### src/common/chan_cfg_pkg.sv
// Purpose: Shared constants and types for the channel B/C configuration registers
// Assumes: AXI4-Lite slave, 32-bit data, one register per aligned word
// Notes:   Register indices are kept; byte address is four times the index
package chan_cfg_pkg;

  // Register indices and byte addresses
  localparam logic [7:0]  CHAN_B_IDX      = 8'h12;
  localparam logic [7:0]  CHAN_C_IDX      = 8'h13;
  localparam logic [7:0]  GLOBAL_IDX      = 8'h10;
  localparam logic [7:0]  CORE_CTL_IDX    = 8'h00;
  localparam logic [7:0]  STATUS_IDX      = 8'h16;
  localparam logic [11:0] CHAN_B_ADDR     = 12'h048;
  localparam logic [11:0] CHAN_C_ADDR     = 12'h04c;
  localparam logic [11:0] GLOBAL_ADDR     = 12'h040;
  localparam logic [11:0] CORE_CTL_ADDR   = 12'h000;
  localparam logic [11:0] STATUS_ADDR     = 12'h058;

  // Field positions in a channel or global register
  localparam int MF_LO_POS    = 9;
  localparam int LOS_POS      = 8;
  localparam int CFG1_POS     = 7;
  localparam int CFG0_POS     = 6;
  localparam int EMPH_HI_POS  = 5;
  localparam int EMPH_LO_POS  = 4;
  localparam int LOOP_POS     = 3;
  localparam int PRBS_POS     = 2;
  localparam int COMMA_POS    = 1;
  localparam int PDN_POS      = 0;
  // Core control register fields
  localparam int CORE_LOOP_POS = 14;
  localparam int CORE_PDN_POS  = 11;
  // Status bits feeding the pins
  localparam int STS_LOS_B_POS  = 1;
  localparam int STS_LOS_C_POS  = 2;
  localparam int STS_PASS_B_POS = 5;
  localparam int STS_PASS_C_POS = 6;

  // Values after reset and writable-bit masks
  localparam logic [15:0] CHAN_RESET     = 16'h0102;
  localparam logic [15:0] GLOBAL_RESET   = 16'h0102;
  localparam logic [15:0] CORE_RESET     = 16'h0000;
  localparam logic [15:0] CHAN_WR_MASK   = 16'h07ff;
  localparam logic [15:0] GLOBAL_WR_MASK = 16'h07f6;
  localparam logic [15:0] CORE_WR_MASK   = 16'h4800;

  // Multifunction pin selector codes
  typedef enum logic [1:0] {
    MF_IO_STD = 2'b00,
    MF_COMMA  = 2'b01,
    MF_LOS    = 2'b10,
    MF_PASS   = 2'b11
  } mf_sel_t;

  // Effective per-channel controls
  typedef struct packed {
    logic [1:0] mf_sel;
    logic       los_en;
    logic       cfg1;
    logic       cfg0;
    logic       emph_hi;
    logic       emph_lo;
    logic       loopback;
    logic       prbs_en;
    logic       comma_en;
    logic       power_down;
  } chan_ctl_t;

  // Per-channel pin-facing status
  typedef struct packed {
    logic comma_det;
    logic los;
    logic prbs_pass;
  } chan_sts_t;

  // Synchronised external inputs
  typedef struct packed {
    logic config_input_one;
    logic config_input_zero;
    logic pattern_test_enable_input;
    logic sync_enable_input;
  } ext_in_t;

endpackage

### src/logic/channel_config_regs_b_c.sv
// Purpose: Channel B and C configuration registers with global combining
// Assumes: AXI4-Lite register access; external inputs asynchronous to the core clock
// Notes:   Reads return stored bits, the status read returns live bits; outputs carry effective controls
//
// How it works
// - Bits 15 to 11 of each channel register read as zero and ignore writes.
// - Channel B pin shows I/O standard, comma detect, status 22:1 or 22:5 by selector 00/01/10/11.
// - Channel C pin uses the same codes but with status 22:2 and 22:6.
// - The effective pin selector is the OR of the channel and global fields, default 00.
// - Loss-of-signal detection runs only when channel and global enables are both set; channel default 1.
// - Effective config bit one is the OR of the external input, global bit 7 and channel bit 7.
// - Effective config bit zero is the OR of the external input, global bit 6 and channel bit 6.
// - While the matching external config input is high the config bit cannot be written.
// - Preemphasis bits 5 and 4 reset to 0 and OR with the global bits 5 and 4.
// - Loopback is the OR of the channel bit and core control bit 14; reset 0.
// - Pattern test enable is the OR of the channel bit, global bit 2 and the external pattern test input; reset 0.
// - While the external pattern test input is high the channel pattern bit cannot be written.
// - Comma detection needs the channel bit, the sync input and global bit 1 all set; channel default 1.
// - Power-down is the OR of the channel bit and core control bit 11; reset 0.
// - Channel C has its own register at index 19 with the same layout and behaviour.
//
// The AXI4-Lite slave port was decided locally.
`timescale 1ns/1ps

module channel_config_regs_b_c
  import chan_cfg_pkg::*;
(
  input  wire logic        i_core_clk,
  input  wire logic        i_nrst,
  // AXI4-Lite slave
  input  wire logic [11:0] i_awaddr,
  input  wire logic        i_awvalid,
  output logic             o_awready,
  input  wire logic [31:0] i_wdata,
  input  wire logic [3:0]  i_wstrb,
  input  wire logic        i_wvalid,
  output logic             o_wready,
  output logic [1:0]       o_bresp,
  output logic             o_bvalid,
  input  wire logic        i_bready,
  input  wire logic [11:0] i_araddr,
  input  wire logic        i_arvalid,
  output logic             o_arready,
  output logic [31:0]      o_rdata,
  output logic [1:0]       o_rresp,
  output logic             o_rvalid,
  input  wire logic        i_rready,
  // External pins, asynchronous
  input  wire logic        i_config_input_one,
  input  wire logic        i_config_input_zero,
  input  wire logic        i_pattern_test_enable_input,
  input  wire logic        i_sync_enable_input,
  input  wire logic        i_io_std_hstl,
  // Datapath status, same clock
  input  wire chan_sts_t   i_sts_b,
  input  wire chan_sts_t   i_sts_c,
  // Effective controls and pins
  output chan_ctl_t        o_ctl_b,
  output chan_ctl_t        o_ctl_c,
  output logic             o_channel_b_multi_pin,
  output logic             o_channel_c_multi_pin
);

  logic        rst_s1_q;
  logic        rst_s2_q;
  logic        rst_n;
  logic [2:0]  cfg1_s_q;
  logic [2:0]  cfg0_s_q;
  logic [2:0]  prbs_s_q;
  logic [2:0]  sync_s_q;
  logic [2:0]  iostd_s_q;
  ext_in_t     ext_q;
  logic        iostd_q;
  logic [15:0] global_q;
  logic [15:0] core_q;
  logic [15:0] chan_q [2];
  logic        aw_held_q;
  logic        w_held_q;
  logic [11:0] awaddr_q;
  logic [31:0] wdata_q;
  logic [3:0]  wstrb_q;
  logic        wr_fire;
  logic        wr_global;
  logic        wr_core;
  logic [15:0] sts_word;
  logic [15:0] lock_mask;
  logic [15:0] rd_val;
  logic        rd_hit;
  logic [1:0]  wr_resp;
  logic        wr_hit;

  // Reset release through two flops
  always_ff @(posedge i_core_clk or negedge i_nrst) begin
    if (!i_nrst) begin
      rst_s1_q <= 1'b0;
      rst_s2_q <= 1'b0;
    end else begin
      rst_s1_q <= 1'b1;
      rst_s2_q <= rst_s1_q;
    end
  end
  assign rst_n = rst_s2_q;

  // Three-flop input synchronisers; change accepted when stages two and three agree
  always_ff @(posedge i_core_clk or negedge rst_n) begin
    if (!rst_n) begin
      cfg1_s_q  <= 3'h0;
      cfg0_s_q  <= 3'h0;
      prbs_s_q  <= 3'h0;
      sync_s_q  <= 3'h0;
      iostd_s_q <= 3'h0;
    end else begin
      cfg1_s_q  <= {cfg1_s_q[1:0], i_config_input_one};
      cfg0_s_q  <= {cfg0_s_q[1:0], i_config_input_zero};
      prbs_s_q  <= {prbs_s_q[1:0], i_pattern_test_enable_input};
      sync_s_q  <= {sync_s_q[1:0], i_sync_enable_input};
      iostd_s_q <= {iostd_s_q[1:0], i_io_std_hstl};
    end
  end

  always_ff @(posedge i_core_clk or negedge rst_n) begin
    if (!rst_n) begin
      ext_q   <= '0;
      iostd_q <= 1'b0;
    end else begin
      if (cfg1_s_q[1] == cfg1_s_q[2]) ext_q.config_input_one <= cfg1_s_q[2];
      if (cfg0_s_q[1] == cfg0_s_q[2]) ext_q.config_input_zero <= cfg0_s_q[2];
      if (prbs_s_q[1] == prbs_s_q[2]) ext_q.pattern_test_enable_input <= prbs_s_q[2];
      if (sync_s_q[1] == sync_s_q[2]) ext_q.sync_enable_input <= sync_s_q[2];
      if (iostd_s_q[1] == iostd_s_q[2]) iostd_q <= iostd_s_q[2];
    end
  end

  // Write channel capture; address and data taken in either order
  assign o_awready = !aw_held_q && !o_bvalid;
  assign o_wready  = !w_held_q && !o_bvalid;
  assign wr_fire   = aw_held_q && w_held_q && !o_bvalid;

  always_ff @(posedge i_core_clk or negedge rst_n) begin
    if (!rst_n) begin
      aw_held_q <= 1'b0;
      awaddr_q  <= 12'h000;
    end else if (i_awvalid && o_awready) begin
      aw_held_q <= 1'b1;
      awaddr_q  <= i_awaddr;
    end else if (wr_fire) begin
      aw_held_q <= 1'b0;
    end
  end

  always_ff @(posedge i_core_clk or negedge rst_n) begin
    if (!rst_n) begin
      w_held_q <= 1'b0;
      wdata_q  <= 32'h0000_0000;
      wstrb_q  <= 4'h0;
    end else if (i_wvalid && o_wready) begin
      w_held_q <= 1'b1;
      wdata_q  <= i_wdata;
      wstrb_q  <= i_wstrb;
    end else if (wr_fire) begin
      w_held_q <= 1'b0;
    end
  end

  // Merge byte lanes over a stored value; lanes 3 and 2 lie outside the 16-bit registers
  function automatic logic [15:0] merge(input logic [15:0] old, input logic [31:0] d, input logic [3:0] s);
    logic [15:0] v;
    v = old;
    if (s[0]) begin
      v[7:0] = d[7:0];
    end
    if (s[1]) begin
      v[15:8] = d[15:8];
    end
    merge = v;
  endfunction

  // Bits locked while the matching external input is high
  always_comb begin
    lock_mask = 16'h0000;
    lock_mask[CFG1_POS] = ext_q.config_input_one;
    lock_mask[CFG0_POS] = ext_q.config_input_zero;
    lock_mask[PRBS_POS] = ext_q.pattern_test_enable_input;
  end

  always_comb begin
    wr_hit = 1'b1;
    unique case (awaddr_q[11:2])
      CHAN_B_ADDR[11:2], CHAN_C_ADDR[11:2], GLOBAL_ADDR[11:2], CORE_CTL_ADDR[11:2]: wr_hit = 1'b1;
      default: wr_hit = 1'b0;
    endcase
  end
  assign wr_resp = wr_hit ? 2'b00 : 2'b10;

  // Per-register write strobes
  assign wr_global = wr_fire && (awaddr_q[11:2] == GLOBAL_ADDR[11:2]);
  assign wr_core   = wr_fire && (awaddr_q[11:2] == CORE_CTL_ADDR[11:2]);

  // Write response handshake; stands until taken
  always_ff @(posedge i_core_clk or negedge rst_n) begin
    if (!rst_n) begin
      o_bvalid <= 1'b0;
    end else if (wr_fire) begin
      o_bvalid <= 1'b1;
    end else if (i_bready) begin
      o_bvalid <= 1'b0;
    end
  end

  // Write response code, held with the handshake
  always_ff @(posedge i_core_clk or negedge rst_n) begin
    if (!rst_n) begin
      o_bresp <= 2'b00;
    end else if (wr_fire) begin
      o_bresp <= wr_resp;
    end
  end

  // Global register; locked bits keep their stored value
  always_ff @(posedge i_core_clk or negedge rst_n) begin
    if (!rst_n) begin
      global_q <= GLOBAL_RESET;
    end else if (wr_global) begin
      global_q <= (merge(global_q, wdata_q, wstrb_q) & GLOBAL_WR_MASK & ~lock_mask) | (global_q & lock_mask);
    end
  end

  // Core control register: loopback and power-down only
  always_ff @(posedge i_core_clk or negedge rst_n) begin
    if (!rst_n) begin
      core_q <= CORE_RESET;
    end else if (wr_core) begin
      core_q <= merge(core_q, wdata_q, wstrb_q) & CORE_WR_MASK;
    end
  end

  // Channel B and C registers and effective controls
  for (genvar ch = 0; ch < 2; ch++) begin : g_chan
    logic [11:0] my_addr;
    logic [15:0] r;
    logic        mf_bit;
    chan_ctl_t   ctl;
    chan_sts_t   sts;
    logic        los_bit;
    logic        pass_bit;
    logic        wr_mine;
    assign my_addr = (ch == 0) ? CHAN_B_ADDR : CHAN_C_ADDR;
    assign r = chan_q[ch];
    assign wr_mine = wr_fire && (awaddr_q[11:2] == my_addr[11:2]);

    always_ff @(posedge i_core_clk or negedge rst_n) begin
      if (!rst_n) begin
        chan_q[ch] <= CHAN_RESET;
      end else if (wr_mine) begin
        chan_q[ch] <= (merge(r, wdata_q, wstrb_q) & CHAN_WR_MASK & ~lock_mask) | (r & lock_mask);
      end
    end

    always_comb begin
      ctl.mf_sel     = r[MF_LO_POS +: 2] | global_q[MF_LO_POS +: 2];
      ctl.los_en     = r[LOS_POS] & global_q[LOS_POS];
      ctl.cfg1       = ext_q.config_input_one | global_q[CFG1_POS] | r[CFG1_POS];
      ctl.cfg0       = ext_q.config_input_zero | global_q[CFG0_POS] | r[CFG0_POS];
      ctl.emph_hi    = r[EMPH_HI_POS] | global_q[EMPH_HI_POS];
      ctl.emph_lo    = r[EMPH_LO_POS] | global_q[EMPH_LO_POS];
      ctl.loopback   = r[LOOP_POS] | core_q[CORE_LOOP_POS];
      ctl.prbs_en    = r[PRBS_POS] | global_q[PRBS_POS] | ext_q.pattern_test_enable_input;
      ctl.comma_en   = r[COMMA_POS] & ext_q.sync_enable_input & global_q[COMMA_POS];
      ctl.power_down = r[PDN_POS] | core_q[CORE_PDN_POS];
    end

    assign sts      = (ch == 0) ? i_sts_b : i_sts_c;
    assign los_bit  = (ch == 0) ? i_sts_b.los : i_sts_c.los;
    assign pass_bit = (ch == 0) ? i_sts_b.prbs_pass : i_sts_c.prbs_pass;

    always_comb begin
      case (mf_sel_t'(ctl.mf_sel))
        MF_IO_STD: mf_bit = iostd_q;
        MF_COMMA:  mf_bit = sts.comma_det;
        MF_LOS:    mf_bit = los_bit;
        MF_PASS:   mf_bit = pass_bit;
        default:   mf_bit = 1'b0;
      endcase
    end

    // Each channel drives only its own outputs
    if (ch == 0) begin : g_out_b
      always_ff @(posedge i_core_clk or negedge rst_n) begin
        if (!rst_n) begin
          o_ctl_b               <= '0;
          o_channel_b_multi_pin <= 1'b0;
        end else begin
          o_ctl_b               <= ctl;
          o_channel_b_multi_pin <= mf_bit;
        end
      end
    end else begin : g_out_c
      always_ff @(posedge i_core_clk or negedge rst_n) begin
        if (!rst_n) begin
          o_ctl_c               <= '0;
          o_channel_c_multi_pin <= 1'b0;
        end else begin
          o_ctl_c               <= ctl;
          o_channel_c_multi_pin <= mf_bit;
        end
      end
    end
  end

  // Read path returns stored bits, and live status bits at the status address
  assign o_arready = !o_rvalid;

  // Live status bits offered on the status read
  assign sts_word = {9'h000, i_sts_c.prbs_pass, i_sts_b.prbs_pass, 2'b00, i_sts_c.los, i_sts_b.los, 1'b0};

  always_comb begin
    rd_hit = 1'b1;
    rd_val = 16'h0000;
    case (i_araddr[11:2])
      CHAN_B_ADDR[11:2]:   rd_val = chan_q[0] & CHAN_WR_MASK;
      CHAN_C_ADDR[11:2]:   rd_val = chan_q[1] & CHAN_WR_MASK;
      GLOBAL_ADDR[11:2]:   rd_val = global_q;
      CORE_CTL_ADDR[11:2]: rd_val = core_q;
      STATUS_ADDR[11:2]:   rd_val = sts_word;
      default:             rd_hit = 1'b0;
    endcase
  end

  // Read handshake; stands until taken
  always_ff @(posedge i_core_clk or negedge rst_n) begin
    if (!rst_n) begin
      o_rvalid <= 1'b0;
    end else if (i_arvalid && o_arready) begin
      o_rvalid <= 1'b1;
    end else if (i_rready) begin
      o_rvalid <= 1'b0;
    end
  end

  // Read data captured with the address and held until taken
  always_ff @(posedge i_core_clk or negedge rst_n) begin
    if (!rst_n) begin
      o_rdata <= 32'h0000_0000;
      o_rresp <= 2'b00;
    end else if (i_arvalid && o_arready) begin
      o_rdata <= {16'h0000, rd_val};
      o_rresp <= rd_hit ? 2'b00 : 2'b10;
    end
  end

endmodule

### config.mk
export PLATFORM = sky130hd
export DESIGN_NAME = channel_config_regs_b_c
export DESIGN_NICKNAME = d
export VERILOG_FILES = /design/src/common/chan_cfg_pkg.sv /design/src/logic/channel_config_regs_b_c.sv
export SDC_FILE = /design/constraint.sdc
export NUM_CORES = 1
export LEC_CHECK = 0
export ABC_CLOCK_PERIOD_IN_PS = 3420
export BUFFER_PORTS_ARGS = -buffer_cell sky130_fd_sc_hd__buf_4
export CORE_ASPECT_RATIO = 0.75
export CORE_MARGIN = 2
export CORE_UTILIZATION = 46
export CTS_CLUSTER_DIAMETER = 150
export DETAILED_ROUTE_END_ITERATION = 10
export PLACE_DENSITY = 0.75
export RECOVER_POWER = 100
export SETUP_SLACK_MARGIN = 0.5
export SLEW_MARGIN = 25
export SYNTH_ARGS = -nofsm -noshare
export SYNTH_HDL_FRONTEND = slang
export SYNTH_SLANG_ARGS = --single-unit
### constraint.sdc
create_clock -name i_core_clk -period 3.42 [get_ports i_core_clk]
set_clock_uncertainty 0.1 [all_clocks]
set_input_delay 0.684 -clock i_core_clk [delete_from_list [all_inputs] [get_ports i_core_clk]]
set_output_delay 0.684 -clock i_core_clk [all_outputs]
set_load 0.05 [all_outputs]
# Word-level counts from Yosys, hierarchy flattened
# Cells that the tools add are included.
[classes]
n_mux = 26
bitwise_logic = 36
n_reduce_logical = 26
eq_ne = 18
[op_table]
columns = ["operator", "n"]
rows = [
  ["16-bit case mux with 5 select lines", 1],
  ["10-bit by 5-bit == test with 1-bit output, second input constant", 7],
  ["11-bit by 16-bit bitwise AND with 16-bit output", 3],
  ["16-bit by 8-bit bitwise AND with 16-bit output", 3],
  ["8-bit two-way mux", 6],
  ["16-bit OR", 3],
  ["10-bit logical NOT", 2],
  ["3-bit two-way mux", 6],
  ["1-bit OR", 18],
  ["8-bit NOT with 16-bit output", 1],
  ["1-bit logical AND", 11],
  ["1-bit two-way mux", 9],
  ["2-bit == test, second input constant", 4],
  ["1-bit case mux with 4 select lines", 2],
  ["2-bit nonzero test", 4],
  ["1-bit bitwise AND", 6],
  ["1-bit == test", 5],
  ["5-bit OR reduction", 1],
  ["2-bit by 1-bit == test with 1-bit output, second input constant", 2],
  ["1-bit logical NOT", 4],
  ["2-bit logical NOT", 2],
  ["2-bit two-way mux", 2],
  ["2-bit OR", 2],
  ["4-bit OR reduction", 1],
  ["2-bit AND reduction", 1],
]
[word_totals]
wordCells = 154
input_bits = 78
ff_bits = 149
out_inout_bits = 65

# Longest topological paths before layout
[logic_depth]
depth_word = 6
ltp_mapped = 6
ltp_nobuf = 4

# Worst setup path before layout
# No wires, ideal clock.
[synth_path]
kind = "register to register"
start = "register o_bvalid"
end = "register wdata_q[10]"
synth_period_minus_slack_ns = 2.617
path_buffers = 2
slack_ns = 0.803
arrival_ns = 2.393
t_required_ns = 3.195
setup_ns = 0.125
path_stages_with_launch = 6
cell_sequence = "dfrtp_1 > nor2_1 > and2_1 > clkbuf_1 > buf_2 > mux2_2"
[synth_via]
elab_chain_cells = 3
[synth_lines]
columns = ["element", "line_no", "source"]
rows = [
  ["from (decl)", "channel_config_regs_b_c.sv:39", "output logic o_bvalid,"],
  ["from (signal assigned)", "channel_config_regs_b_c.sv:202", "o_bvalid <= 1'b0;"],
  ["from (signal assigned)", "channel_config_regs_b_c.sv:204", "o_bvalid <= 1'b1;"],
  ["from (signal assigned)", "channel_config_regs_b_c.sv:206", "o_bvalid <= 1'b0;"],
  ["1-bit logical NOT", "channel_config_regs_b_c.sv:136", "assign o_wready = !w_held_q && !o_bvalid;"],
  ["1-bit logical AND", "channel_config_regs_b_c.sv:136", ""],
  ["named net o_wready", "channel_config_regs_b_c.sv:37", "output logic o_wready,"],
  ["1-bit logical AND", "channel_config_regs_b_c.sv:156", "end else if (i_wvalid && o_wready) begin"],
  ["to (signal assigned)", "channel_config_regs_b_c.sv:158", "wdata_q <= i_wdata;"],
  ["to (decl)", "channel_config_regs_b_c.sv:80", "logic [31:0] wdata_q;"],
]
# The timed path passes the listed nets, and every way through them passes these cells.
# A chain may end at the register's enable or synchronous reset.

==> results.py <==
metrics = {
    "status": {
        "status": "complete, but fails checks",
        "violations": "max-capacitance violations, max-slew violations",
    },
    "final_layout": {
        "seqCellArea_um2": 3090,
        "drive_above_1_share_pct": 33.0,
        "multi_input_area_um2": 1670,
        "final_nets": 550,
        "fillers": 851,
        "instances_no_fill": 621,
        "antennaDiodeCount": 0,
        "syn_to_final_growth_pct": 25.7,
        "final_area_um2": 6150,
    },
    "timing": {
        "relSlewSlack_pct": -46.9,
        "finalSetupTns_ps": 0,
        "period_minus_slack_ps": 2290,
        "rsz0062_at_grt": "false",
        "worst_pin_slew_ps": 2200,
        "drv_slew": 55,
        "max_freq_ghz": 0.436,
        "fin_crit_sh_pct": 67.1,
        "hold_violations": 0,
        "setup_viol": 0,
    },
    "clock_tree": {
        "clk_latency_ps": 410,
        "ctsResizeCount": 0,
        "tritoncts": "yes",
        "postCtsHoldBufs": 1,
        "cts_setup_buffers": 0,
        "clk_pin_slew_ps": 50,
        "clkSinkCount": 123,
        "clockRootBuffer": "clkbuf_16",
        "clk_path_buf_depth": 2,
        "cts_max_level": 4,
        "numCtsBuffers": 17,
    },
    "synthesis": {
        "synthTopCellsByCount": "dfrtp_1 (117), mux2_2 (58), nand2_1 (27), buf_4 (21), nor2_1 (18)",
        "yosys_warnings": 0,
        "synthesis.area_um2": 4890,
        "ys_seq_elements": 123,
        "synth_cell_types": 44,
        "synth.avg_cell_area_um2": 13.5,
        "ys_seq_area_share_pct": 63.1,
        "synthArstFlopShare_pct": 100,
        "synthTopCellsByArea": "dfrtp_1 (60%), mux2_2 (13%), dfstp_2 (3.2%)",
        "yosysMostFrequentCell": "dfrtp_1",
        "yosysTopAreaCellShare_pct": 59.9,
        "synth_edf_count": 0,
        "synth_area_leader_cell": "dfrtp_1",
        "synth_ff_type": "dfrtp_1",
        "synthCells": 362,
    },
    "drt": {
        "vias_per_cell": 4.97,
        "dr.first_iter.drc_count": 161,
        "drc": 0,
        "routedWlPerCell_um": 16.4,
        "first_pass_iters": 4,
        "ant_nets": 0,
        "vias": 3085,
        "wl_mm": 10.2,
    },
    "critical_path": {
        "path_max_fanout": 55,
        "arrival_ps": 2260,
        "r2r_start": "rst_n",
        "critPathCapture": "wdata_q[2]",
        "reg2reg_to": "wdata_q[2]",
        "criticalPathCategory": "register to asynchronous set/reset pin",
        "rr_worst_depth": 0,
        "reg2reg_setup_slack_ps": 1130,
        "required_ps": 3380,
        "crit_path_start": "rst_n",
        "start_kind": "register",
        "cp.depth": 0,
        "endpoint_kind": "asynchronous set/reset pin",
    },
    "die": {
        "io-pin-count": 143,
        "start_util_pct": 47.3,
        "die_area_um2": 11500,
        "num_rows": 32,
        "die-width_um": 123,
        "die_h_um": 93.3,
        "core_um2": 10300,
    },
    "worst_hold_path": {
        "hold_class": "register to register",
    },
    "grt": {
        "grt_overflow": 0,
        "first_global_vias": 3088,
        "grt_pass1_wl_mm": 16.0,
        "grt_max_degree": 68,
        "antenna_found_initial": 0,
        "grt_use_total_pct": 19.3,
    },
    "power": {
        "ir_worst_vdd_mv": 0.703,
        "leakage_nw": 2.91,
        "p_per_area_nw_per_um2": 735,
    },
    "placed_design": {
        "gp_congestion": 0.792,
        "dp_hpwl_mm": 7.18,
        "placed_cells": 588,
        "io_buffers": 96,
        "placed_area_um2": 5710,
    },
    "job": {
        "cap_violations": 1,
    },
}
cell type report:
cell class / count / area share [%]
clock inverter: 12 / 2.79
timing repair buffer: 100 / 9.58
clock buffer: 20 / 7.26
multi-input combinational: 226 / 27.2
sequential: 123 / 50.2
inverter: 4 / 0.244
tap: 136 / 2.77
layer usage:
| layer | routed length (um) | part of all wire [%] | track usage [%] | vias to the layer above |
|---|---|---|---|---|
| met5 | 0 | 0 | 0 | - |
| met4 | 180 | 1.8 | 9.09 | 0 |
| met3 | 722 | 7.1 | 6.46 | 17 |
| met2 | 4510 | 44 | 27.6 | 106 |
| met1 | 4760 | 47 | 26.6 | 1512 |
| li1 | - | - | - | 1450 |
worst min-delay path by stage:
stage,from,end,slack (ps),depth (start not counted)
2_1_floorplan,rst_s1_q,rst_n,230,0
3_3_place_gp,cfg0_s_q[0],cfg0_s_q[1],230,0
3_5_place_dp,prbs_s_q[0],prbs_s_q[1],230,0
4_1_cts,prbs_s_q[0],prbs_s_q[1],250,0
5_1_grt,prbs_s_q[0],prbs_s_q[1],250,0
6_report,prbs_s_q[0],prbs_s_q[1],250,0
cell usage in the layout (no fill, tap or decap), types with 3 or more instances in the layout:
cell type   count
nor3_1          4
bufinv_16       4
and3_1          3
mux2i_1        11
dfrtp_1       117
buf_4          45
clkbuf_16      17
conb_1         22
or2_2          12
a32oi_1         4
inv_1           3
nand2_1        27
dfstp_2         4
nand4_1         3
mux2_2         58
and3b_1         3
o21ai_0        13
maj3_1          6
clkinv_2        4
clkbuf_4        6
nor2_1         18
clkinvlp_4      3
a21oi_1         6
clkbuf_1       49
or3_1           8
state kept, by name (all words and copies together), names as in the netlist, 2 cells and up, named ones only:
| name | cells |
|---|---|
| o_rdata | 13 |
| wstrb_q | 2 |
| iostd_s_q | 3 |
| core_q | 2 |
| prbs_s_q | 3 |
| cfg0_s_q | 3 |
| sync_s_q | 3 |
| o_ctl_b | 11 |
| g_chan.r | 16 |
| awaddr_q | 10 |
| ext_q | 4 |
| o_ctl_c | 11 |
| cfg1_s_q | 3 |
| wdata_q | 13 |
| global_q | 6 |
report_power, final:
part / total, mW / internal (mW) / leakage (nW) / switching (mW)
Combinational: 0.775 / 0.307 / 1.06 / 0.467
Clock: 1.84 / 1.23 / 0.296 / 0.609
Sequential: 1.90 / 1.69 / 1.56 / 0.210
cell families after synthesis:
family                   share of synthesized area, %
AO/OA/AOI/OAI                                    4.17
adder cells (fa/ha/maj)                          1.23
buffers and inverters                            4.20
flip-flops                                       63.1
multiplexers                                     16.5
other                                           0.154
AND/OR/NAND/NOR                                  10.6
stage by stage:
step	setup WS [ps]	total power [mW]	hold WS (ps)	util (%)
global placement	1100	2.72	232	55.2
finish	1130	4.52	246	59.5
floorplan	803	2.51	231	-
detailed placement	984	2.76	235	55.2
CTS	1170	4.62	247	61.3
global route	698	4.73	252	59.5
No activity file was read; power rests on OpenSTA's default activity.
